[src/cfg_pm_pkg.sv]
// Constants for the upper configuration header, power capability and interrupt merge.
// Assumes byte offsets into configuration space and 32-bit dword accesses.
// What this block does
// - Capability bit 15 reads zero: no wake signalling from cold deep sleep.
// - Capability bits 14 to 11 read one: wake from hot deep sleep to on.
// - Capability bits 10 and 9 read one: both intermediate states supported.
// - Auxiliary current bits 8 to 6 and auxiliary power bit 4 read zero.
// - Capability bit 5 reads one: device-specific init needed after return on.
// - Capability bit 3 reads one: bus clock needed to raise a power event.
// - Capability version bits 2 to 0 read fixed 010.
// - Control/status bit 15 is the power-event status flag, reset zero.
// - Data scale, data select and power data byte read zero.
// - Control/status bit 8 is a writable power-event enable, reset zero.
// - Control/status bits 7 to 2 are reserved and read zero.
// - Power-state field in bits 1-0 is writable, resets to 00.
// - Subsystem identity reads zero unless loaded from memory or host-written.
// - All internal interrupt sources merge onto one shared interrupt line.
// - Host reads which source is pending and clears it.
// - Stream buffer midpoint or wrap signals a virtual channel number, that of the lowest stream with an event that cycle.
package cfg_pm_pkg;
	localparam logic [7:0] OFS_SUBSYS = 8'h2c;
	localparam logic [7:0] OFS_EXP_ROM = 8'h30;
	localparam logic [7:0] OFS_CAP_PTR = 8'h34;
	localparam logic [7:0] OFS_RSVD_38 = 8'h38;
	localparam logic [7:0] OFS_INT_LAT = 8'h3c;
	localparam logic [7:0] OFS_PM_CAP = 8'h40;
	localparam logic [7:0] OFS_PM_CSR = 8'h44;
	localparam logic [7:0] OFS_INT_STATUS = 8'h48;
	localparam logic [7:0] OFS_VC_STATUS = 8'h4c;
	localparam logic [7:0] CAP_POINTER = 8'h40;
	localparam logic [7:0] MAX_LATENCY = 8'h18;
	localparam logic [7:0] INT_PIN_INTA = 8'h01;
	localparam logic [7:0] PM_CAP_ID = 8'h01;
	localparam logic [7:0] PM_NEXT_PTR = 8'h00;
	localparam logic [15:0] PM_CAP_VALUE = 16'h7e2a;
	localparam int CSR_PME_STATUS = 15;
	localparam int CSR_PME_EN = 8;
	localparam int CSR_STATE_LO = 0;
	localparam logic [1:0] PSTATE_RESET = 2'h0;
	localparam logic [7:0] INT_LINE_RESET = 8'h00;
	localparam logic [31:0] SUBSYS_RESET = 32'h0000_0000;
	typedef enum logic [1:0] {
		PS_ON = 2'h0,
		PS_LIGHT = 2'h1,
		PS_MID = 2'h2,
		PS_HOT_DEEP = 2'h3
	} power_state_type;
endpackage

[src/cfg_pm_block.sv]
// Upper configuration header, power management capability and interrupt merge.
// Assumes a one-cycle configuration request strobe from the bus interface on clk.
`timescale 1ns/1ps
module cfg_pm_block
	import cfg_pm_pkg::*;
#(
	parameter int NSRC = 8,
	parameter int NSTREAM = 8,
	parameter logic [7:0] MIN_GRANT = 8'h00
) (
	// Clock and reset.
	input wire logic clk,
	input wire logic nrst,
	// Configuration cycles.
	input wire logic cfg_valid,
	input wire logic cfg_write,
	input wire logic [7:0] cfg_addr,
	input wire logic [3:0] cfg_be,
	input wire logic [31:0] cfg_wdata,
	output logic [31:0] cfg_rdata,
	output logic cfg_ack,
	// Identity load from external configuration memory.
	input wire logic ident_load,
	input wire logic [31:0] ident_data,
	// Internal events.
	input wire logic pme_event,
	input wire logic [NSRC-1:0] src_event,
	input wire logic [NSTREAM-1:0] buf_event,
	// Host-facing lines and state.
	output logic inta_n,
	output logic pme_out,
	output logic pme_oe_n,
	output power_state_type power_state,
	output logic vc_strobe,
	output logic [$clog2(NSTREAM)-1:0] vc_number
);

	if (NSRC < 1 || NSRC > 32 || NSTREAM < 2 || NSTREAM > 32) begin : param_check_g
		$error("cfg_pm_block: NSRC must be 1..32 and NSTREAM 2..32.");
	end

	// ----------------------------------------
	// Helpers.
	// ----------------------------------------
	// Merges write data into a value under byte enables.
	function automatic logic [31:0] merge(input logic [31:0] old, input logic [31:0] wd,
		input logic [3:0] be);
		logic [31:0] r;
		r = old;
		for (int i = 0; i < 4; i++) begin
			if (be[i]) begin
				r[8*i +: 8] = wd[8*i +: 8];
			end
		end
		return r;
	endfunction

	// Expands byte enables to a bit mask.
	function automatic logic [31:0] be_mask(input logic [3:0] be);
		return merge(32'h0000_0000, 32'hffff_ffff, be);
	endfunction

	// ----------------------------------------
	// Register state.
	// ----------------------------------------
	logic [31:0] subsys_q, subsys_d;
	logic [7:0] int_line_q, int_line_d;
	logic pme_status_q, pme_status_d;
	logic pme_en_q, pme_en_d;
	logic [1:0] pstate_q, pstate_d;
	logic [NSRC-1:0] src_pend_q, src_pend_d;
	logic [NSTREAM-1:0] vc_pend_q, vc_pend_d;
	logic [31:0] rdata_q, rdata_d;
	logic ack_q, ack_d;
	logic vc_strobe_q, vc_strobe_d;
	logic [$clog2(NSTREAM)-1:0] vc_num_q, vc_num_d;
	logic wr;
	logic [31:0] wmask;
	logic [31:0] pm_csr_word;

	assign wr = cfg_valid && cfg_write;
	assign wmask = be_mask(cfg_be) & cfg_wdata;
	// Data byte, scale and select and reserved bits stay zero.
	assign pm_csr_word = {16'h0000, pme_status_q, 6'h00, pme_en_q, 6'h00, pstate_q};

	always_comb begin
		subsys_d = subsys_q;
		int_line_d = int_line_q;
		pme_en_d = pme_en_q;
		pstate_d = pstate_q;
		pme_status_d = pme_status_q;
		src_pend_d = src_pend_q;
		vc_pend_d = vc_pend_q;
		// Identity is loaded from memory or programmed by the host.
		if (ident_load) begin
			subsys_d = ident_data;
		end else if (wr && cfg_addr == OFS_SUBSYS) begin
			subsys_d = merge(subsys_q, cfg_wdata, cfg_be);
		end
		if (wr && cfg_addr == OFS_INT_LAT && cfg_be[0]) begin
			int_line_d = cfg_wdata[7:0];
		end
		if (wr && cfg_addr == OFS_PM_CSR) begin
			if (cfg_be[1]) begin
				pme_en_d = cfg_wdata[CSR_PME_EN];
				if (cfg_wdata[CSR_PME_STATUS]) begin
					pme_status_d = 1'b0;
				end
			end
			if (cfg_be[0]) begin
				pstate_d = cfg_wdata[CSR_STATE_LO +: 2];
			end
		end
		// A new event wins over a simultaneous clear.
		if (pme_event) begin
			pme_status_d = 1'b1;
		end
		if (wr && cfg_addr == OFS_INT_STATUS) begin
			src_pend_d = src_pend_q & ~wmask[NSRC-1:0];
		end
		if (wr && cfg_addr == OFS_VC_STATUS) begin
			vc_pend_d = vc_pend_q & ~wmask[NSTREAM-1:0];
		end
		src_pend_d = src_pend_d | src_event;
		vc_pend_d = vc_pend_d | buf_event;
	end

	// ----------------------------------------
	// Read path and virtual channel signalling.
	// ----------------------------------------
	always_comb begin
		rdata_d = 32'h0000_0000;
		ack_d = cfg_valid;
		if (cfg_valid && !cfg_write) begin
			if (cfg_addr == OFS_SUBSYS) begin
				rdata_d = subsys_q;
			end else if (cfg_addr == OFS_EXP_ROM) begin
				rdata_d = 32'h0000_0000;
			end else if (cfg_addr == OFS_CAP_PTR) begin
				rdata_d = {24'h000000, CAP_POINTER};
			end else if (cfg_addr == OFS_RSVD_38) begin
				rdata_d = 32'h0000_0000;
			end else if (cfg_addr == OFS_INT_LAT) begin
				rdata_d = {MAX_LATENCY, MIN_GRANT, INT_PIN_INTA, int_line_q};
			end else if (cfg_addr == OFS_PM_CAP) begin
				rdata_d = {PM_CAP_VALUE, PM_NEXT_PTR, PM_CAP_ID};
			end else if (cfg_addr == OFS_PM_CSR) begin
				rdata_d = pm_csr_word;
			end else if (cfg_addr == OFS_INT_STATUS) begin
				rdata_d = 32'(src_pend_q);
			end else if (cfg_addr == OFS_VC_STATUS) begin
				rdata_d = 32'(vc_pend_q);
			end else begin
				rdata_d = 32'h0000_0000;
			end
		end
		// Lowest stream with an event this cycle is announced.
		vc_strobe_d = |buf_event;
		vc_num_d = vc_num_q;
		for (int i = NSTREAM - 1; i >= 0; i--) begin
			if (buf_event[i]) begin
				vc_num_d = i[$clog2(NSTREAM)-1:0];
			end
		end
	end

	always_ff @(posedge clk) begin
		if (!nrst) begin
			subsys_q <= SUBSYS_RESET;
			int_line_q <= INT_LINE_RESET;
			pme_status_q <= 1'b0;
			pme_en_q <= 1'b0;
			pstate_q <= PSTATE_RESET;
			src_pend_q <= '0;
			vc_pend_q <= '0;
			rdata_q <= 32'h0000_0000;
			ack_q <= 1'b0;
			vc_strobe_q <= 1'b0;
			vc_num_q <= '0;
		end else begin
			subsys_q <= subsys_d;
			int_line_q <= int_line_d;
			pme_status_q <= pme_status_d;
			pme_en_q <= pme_en_d;
			pstate_q <= pstate_d;
			src_pend_q <= src_pend_d;
			vc_pend_q <= vc_pend_d;
			rdata_q <= rdata_d;
			ack_q <= ack_d;
			vc_strobe_q <= vc_strobe_d;
			vc_num_q <= vc_num_d;
		end
	end

	// ----------------------------------------
	// Outputs.
	// ----------------------------------------
	assign cfg_rdata = rdata_q;
	assign cfg_ack = ack_q;
	assign inta_n = ~(|src_pend_q | |vc_pend_q);
	assign pme_out = 1'b0;
	assign pme_oe_n = ~(pme_status_q & pme_en_q);
	assign power_state = power_state_type'(pstate_q);
	assign vc_strobe = vc_strobe_q;
	assign vc_number = vc_num_q;
endmodule

[config.mk]
export PLATFORM = sky130hd
export DESIGN_NAME = cfg_pm_block
export DESIGN_NICKNAME = d
export VERILOG_FILES = /design/src/cfg_pm_pkg.sv /design/src/cfg_pm_block.sv
export SDC_FILE = /design/constraint.sdc
export NUM_CORES = 1
export LEC_CHECK = 0
export BUFFER_PORTS_ARGS = -buffer_cell sky130_fd_sc_hd__buf_2
export CORE_ASPECT_RATIO = 1.4
export CORE_UTILIZATION = 28
export CTS_CLUSTER_DIAMETER = 80
export CTS_CLUSTER_SIZE = 16
export DETAILED_ROUTE_END_ITERATION = 6
export GPL_ROUTABILITY_DRIVEN = 0
export MAX_ROUTING_LAYER = met4
export PLACE_DENSITY = 0.61
export SLEW_MARGIN = 20
export SYNTH_ARGS = -nofsm -noshare
export SYNTH_HDL_FRONTEND = slang
export SYNTH_SLANG_ARGS = --single-unit
export TNS_END_PERCENT = 100
[constraint.sdc]
create_clock -name clk -period 1.7 [get_ports clk]
set_input_delay 0.255 -clock clk [delete_from_list [all_inputs] [get_ports clk]]
set_output_delay 0.255 -clock clk [all_outputs]
set_load 0.01 [all_outputs]
==> results of run 1 <==
==> state kept, by name, summed over array words and instances, names as in the netlist <==
register      cells
power_state       2
vc_pend_q         8
subsys_q         32
cfg_ack           1
vc_number         3
src_pend_q        8
cfg_rdata        32
pme_status_q      1
int_line_q        8
vc_strobe         1
pme_en_q          1
==> cell type report <==
type	count	area, sq um	area share [%]
clock buffer	11	253	4.60
clock inverter	5	61.3	1.12
antenna	3	7.51	0.137
inverter	4	15.0	0.274
sequential	97	1940	35.4
multi-input combinational	297	2040	37.1
timing repair buffer	169	936	17.1
tap	189	236	4.31
==> layout by cell type, fill, tap and decap left out, types with 2 or more instances in the layout <==
master / synthesis / routed
a21boi_0: 13 / 13
a21o_1: 9 / 9
a21oi_1: 43 / 43
a22o_1: 6 / 6
a22oi_1: 2 / 2
a31oi_1: 4 / 4
a32o_1: 3 / 3
a41o_1: 2 / 2
and2_1: 15 / 15
and3_1: 4 / 4
buf_2: 9 / 138
buf_4: 4 / 30
clkbuf_16: 0 / 9
clkbuf_8: 0 / 2
dfxtp_1: 97 / 97
diode_2: 0 / 3
inv_1: 4 / 4
inv_6: 0 / 2
mux2i_1: 45 / 45
nand2_1: 25 / 25
nand3_1: 6 / 6
nand3_2: 2 / 2
nor2_1: 7 / 7
nor2b_1: 19 / 19
nor3_1: 8 / 8
nor3_4: 2 / 2
nor3b_1: 3 / 3
nor4_1: 5 / 3
nor4_2: 0 / 2
nor4b_4: 2 / 2
o21a_1: 9 / 9
o21ai_0: 40 / 40
o21bai_1: 3 / 3
==> per-layer routing <==
layer,vias up,GRT usage [%],part of all wire (%)
li1,1847,-,-
met5,-,-,0
met1,1766,18.2,40
met2,106,28.4,52
met4,0,9.43,3.6
met3,30,2.60,3.6
==> through the flow <==
| stage | setup slack [ps] | instances | util [%] | hold slack [ps] |
|---|---|---|---|---|
| floorplan | 50.4 | 426 | - | 334 |
| global placement | -19.2 | 756 | 35.9 | 427 |
| detailed placement | -92.8 | 756 | 35.9 | 435 |
| CTS | 65.1 | 772 | 38.0 | 112 |
| global route | 26.5 | 775 | 38.2 | 105 |
| finish | 92.1 | 775 | 38.2 | 118 |
==> kinds of logic after synthesis <==
kind of cell	synth area share [%]
other cells	0.0912
simple gates	17.4
mux	10.9
flops	47.2
buf+inv	3.56
compound gates	20.8
==> where the power goes <==
group	internal, uW	switching [uW]	leakage [uW]	total, uW
clock	1230	871	0.000157	2100
combinational	237	247	0.00169	484
sequential	2360	55.3	0.000796	2420
total	3830	1170	0.00264	5000
==> final timing paths <==
kind | end | from | slack (ps)
max | inta_n | src_pend_q[2] | 90
min | src_pend_q[2] | src_event[2] | 120
max reg2reg | cfg_rdata[1] | vc_pend_q[1] | 540
min reg2reg | cfg_rdata[26] | subsys_q[26] | 450
==> timing repair <==
action | in CTS | in global routing
setup buffers | 0 | 0
endpoints found under the setup margin | 0 | 1
gates resized for setup | 0 | 2
==> worst reg2reg max path: cells and delay by family (launching register included) <==
kind / cells / cell delay (ps)
muxes: 1 / 130
DFF: 1 / 340
and+or+nand+nor: 1 / 50
AOI/OAI and AO/OA: 3 / 530
==> metrics, run 1 <==
placed cell area=0.00515 sq mm; ys flop type=dfxtp_1; vias per cell=4.84; Via Count=3749; Rel. slew slack=63.2%; Setup-failing EPs final=0; sequential share of the synthesized area=47.2%; most frequent cells after synthesis=dfxtp_1 (97), mux2i_1 (45), a21oi_1 (43), o21ai_0 (40), nand2_1 (25); Hold Vio Cnt, Final=0; initial drt markers=179; Root Buffer=clkbuf_16; EDFF count, synth=0; number of global-route vias before repair=3861; status=complete, no violations; LEAKAGE=0.00264 uW; CTS Buf Count=9; Area growth syn-to-layout=33.4%; Worst EP arrival=1350 ps; dominant cell type by area after synthesis=dfxtp_1; PnR Total Power=5000 uW; max_cap viols=0; design area=0.00549 sq mm; Avg WL per Cell=15.5 microns; syn avg cell area=9.66 sq um; CP cell instances=nor4_2, and4_1, buf_2; power density over cell area=912 mW/mm^2; final setup TNS=0 ps; CP delay by family, top=simple AND/OR/NAND/NOR gates; Final min period=1610 ps; Post-DRT Antenna Nets=0; Worst Path Required=1440 ps; largest net degree at the start of global routing=63; NumNets Final=676; Hold Crit Class=in2reg; reg2reg path depth=5; htree depth=3; core area=0.0144 sq mm; hold path cells=2; overflow left after global routing=0; Detailed Routing Iterations Pass 1=4; dpl hpwl=9350 microns; crit-path max FO=3; Yosys warning total=0; post-route DRC violation count=0; Mapped Nets=524; clock buffer depth=2; CP Depth=3; Synth Cell Area=0.00411 sq mm; CTS tree=yes; FP Rows=52; max-slew violations=0; fillers=1465; Synth Register Bits=97; Synth async-reset ratio=0%; startpoint type of the worst setup path=register; initial antenna violation count=3; CP Class=reg2out; Total GRT Usage=16.6%; # port buffers=138; I/O pin cnt=140; die height=145 microns; final WL=12000 microns; chip width=104 microns; Fmax achieved=0.622 GHz; Syn Inst Count=426; final worst-path cycle share=94.6%; RSZ-0062 raised after global routing=false; die area=0.0152 sq mm; Buf+Inv Stages, Crit Path=1; Clock Latency Late Sink=340 ps; Layout Skew=6.91 ps; CP Capture Type=output pin; first-pass GRT wire length=19200 microns; Synth top area share=47.2%; Netlist cell types=50; clk sinks=97; Starting Density=28.6%; slowest CP cell=dfxtp_1; crit-path max cell delay=350 ps; maximum vdd drop=0.409 mV; Slew @ Worst Pin=553 ps; count leader, synth=dfxtp_1; clock-pin slew on the worst setup and hold paths=70 ps; synth top area cells=dfxtp_1 (47%), mux2i_1 (11%), a21oi_1 (5.2%); cts hold-fix bufs=0; layout cell share with drive strength beyond 1=34.3%
Note: power is estimated with default switching activity, not from simulation.
==> run 2, diff against run 1 <==
--- a/config.mk
+++ b/config.mk
@@ -12,7 +12,6 @@
 export CTS_CLUSTER_SIZE = 16
 export DETAILED_ROUTE_END_ITERATION = 6
 export GPL_ROUTABILITY_DRIVEN = 0
-export MAX_ROUTING_LAYER = met4
 export PLACE_DENSITY = 0.61
 export SLEW_MARGIN = 20
 export SYNTH_ARGS = -nofsm -noshare
==> run 2 against run 1 <==
Largest cell class unchanged. Core utilization stayed put. Combinational power hardly changed. Fmax is 0.84% higher. Clock power hardly changed. First-iteration DRC count is 4.5% lower. Via count is 0.43% higher. Clock-buffer cell count stayed put. Sequential share of layout area stayed put.
==> metrics, run 2 (synthesized netlist as in run 1, its figures left out) <==
status=complete, no violations; Worst Path Required=1440 ps (about the same); Total GRT Usage=16.1% (-0.47 points); startpoint type of the worst setup path=register; Post-DRT Antenna Nets=0 (unchanged); CP cell instances=nor4_2, and4_1, buf_2; CTS tree=yes; first-pass GRT wire length=19200 microns (about the same); CP Class=reg2out; Slew @ Worst Pin=545 ps (-7.67 ps); power density over cell area=912 mW/mm^2 (+0.10%); fillers=1465 (unchanged); Hold Vio Cnt, Final=0 (unchanged); max-slew violations=0 (unchanged); RSZ-0062 raised after global routing=false; Worst Setup SP=src_pend_q[2]; most common cell after layout, fill and taps aside=buf_2; LEAKAGE=0.00264 uW (unchanged); slowest CP cell=dfxtp_1; Hold Crit Class=in2reg; reg-to-reg endpoint=cfg_rdata[1]; max_cap viols=0 (unchanged); Layout Skew=6.40 ps (-0.518 ps); Avg WL per Cell=15.5 microns (-0.22%); final WL=12000 microns (-0.22%); clock-pin slew on the worst setup and hold paths=70 ps (about the same); Root Buffer=clkbuf_16; Worst EP arrival=1340 ps (about the same); die height=145 microns (unchanged); Fmax achieved=0.627 GHz (+0.84%); design area=0.00549 sq mm (unchanged); PnR Total Power=5010 uW (+0.10%); reg-to-reg startpoint=vc_pend_q[1]; maximum vdd drop=0.410 mV (+0.20%); reg2reg setup slack=550 ps (about the same); NumNets Final=676 (unchanged); Detailed Routing Iterations Pass 1=6 (+2); post-CTS setup buffers=0 (unchanged); layout cell share with drive strength beyond 1=34.3% (unchanged); crit-path max FO=3 (unchanged); # port buffers=138 (unchanged); CP endpoint=inta_n; post-cts sizing count=0 (unchanged); clk sinks=97 (unchanged); cts hold-fix bufs=0 (unchanged); Final min period=1590 ps (-13.3 ps); dpl hpwl=9350 microns (unchanged); chip width=104 microns (unchanged); die area=0.0152 sq mm (unchanged); placed cell area=0.00515 sq mm (unchanged); core area=0.0144 sq mm (unchanged); final worst-path cycle share=93.8% (-0.78 points); largest net degree at the start of global routing=63 (unchanged); final setup TNS=0 ps (unchanged); clock buffer depth=2 (unchanged); commonest non-fill, non-tap cells in the layout=buf_2 (138), dfxtp_1 (97), mux2i_1 (45), a21oi_1 (43), o21ai_0 (40); Clock Latency Late Sink=340 ps (about the same); CTS Buf Count=9 (unchanged); reg2reg path depth=5 (unchanged); Via Count=3765 (+0.43%); initial drt markers=171 (-4.5%); Setup-failing EPs final=0 (unchanged); number of global-route vias before repair=3857 (-0.10%); htree depth=3 (unchanged); Rel. slew slack=63.7% (+0.51 points); overflow left after global routing=0 (unchanged); vias per cell=4.86 (+0.43%); CP Capture Type=output pin; post-route DRC violation count=0 (unchanged); FP Rows=52 (unchanged); initial antenna violation count=3 (unchanged); Area growth syn-to-layout=33.4% (unchanged); Starting Density=28.6% (unchanged); I/O pin cnt=140 (unchanged); crit-path max cell delay=350 ps (about the same)
[run 2: report_power, final]
part           switching [uW]  internal, uW
logic                     247           237
registers                54.9          2360
clock network             877          1230
total                    1180          3830
[run 2: through the flow]
step / setup WS [ps] / hold WS (ps) / util [%] / cells
5_1_grt: 26.7 / 105 / 38.2 / 775
3_5_place_dp: -92.8 / 435 / 35.9 / 756
6_report: 105 / 117 / 38.2 / 775
4_1_cts: 65.1 / 112 / 38.0 / 772
3_3_place_gp: -19.2 / 427 / 35.9 / 756
2_1_floorplan: 50.4 / 334 / - / 426
[run 2: final cells by class]
| class | instances | area, sq um | share of cell area [%] |
|---|---|---|---|
| clock inverter | 5 | 61.3 | 1.12 |
| tap | 189 | 236 | 4.31 |
| timing repair buffer | 169 | 936 | 17.1 |
| inverter | 4 | 15.0 | 0.274 |
| sequential | 97 | 1940 | 35.4 |
| multi-input combinational | 297 | 2040 | 37.1 |
| antenna | 3 | 7.51 | 0.137 |
| clock buffer | 11 | 253 | 4.60 |
[run 2: per-layer routing]
layer / up-vias / GRT usage [%] / part of all wire (%)
li1: 1846 / - / -
met1: 1773 / 18.2 / 40
met2: 116 / 28.4 / 52
met3: 30 / 2.73 / 3.9
met4: 0 / 9.43 / 3.7
met5: - / 0 / 0
[run 2: how the worst min path moves through the flow]
stage / from / end / slack [ps] / depth (start not counted)
final: src_event[2] / src_pend_q[2] / 120 / 2
after global routing: src_event[4] / src_pend_q[4] / 110 / 2
after CTS: src_event[2] / src_pend_q[2] / 110 / 2
after detailed placement: subsys_q[23] / cfg_rdata[23] / 440 / 1
after global placement: subsys_q[19] / cfg_rdata[19] / 430 / 1
after floorplan: buf_event[1] / vc_number[1] / 330 / 1
[run 2: worst max-delay path: cells and delay by family, from the launching register on]
family        cells  cell delay (ps)
flops             1              350
simple gates      2              510
buf+inv           1              130
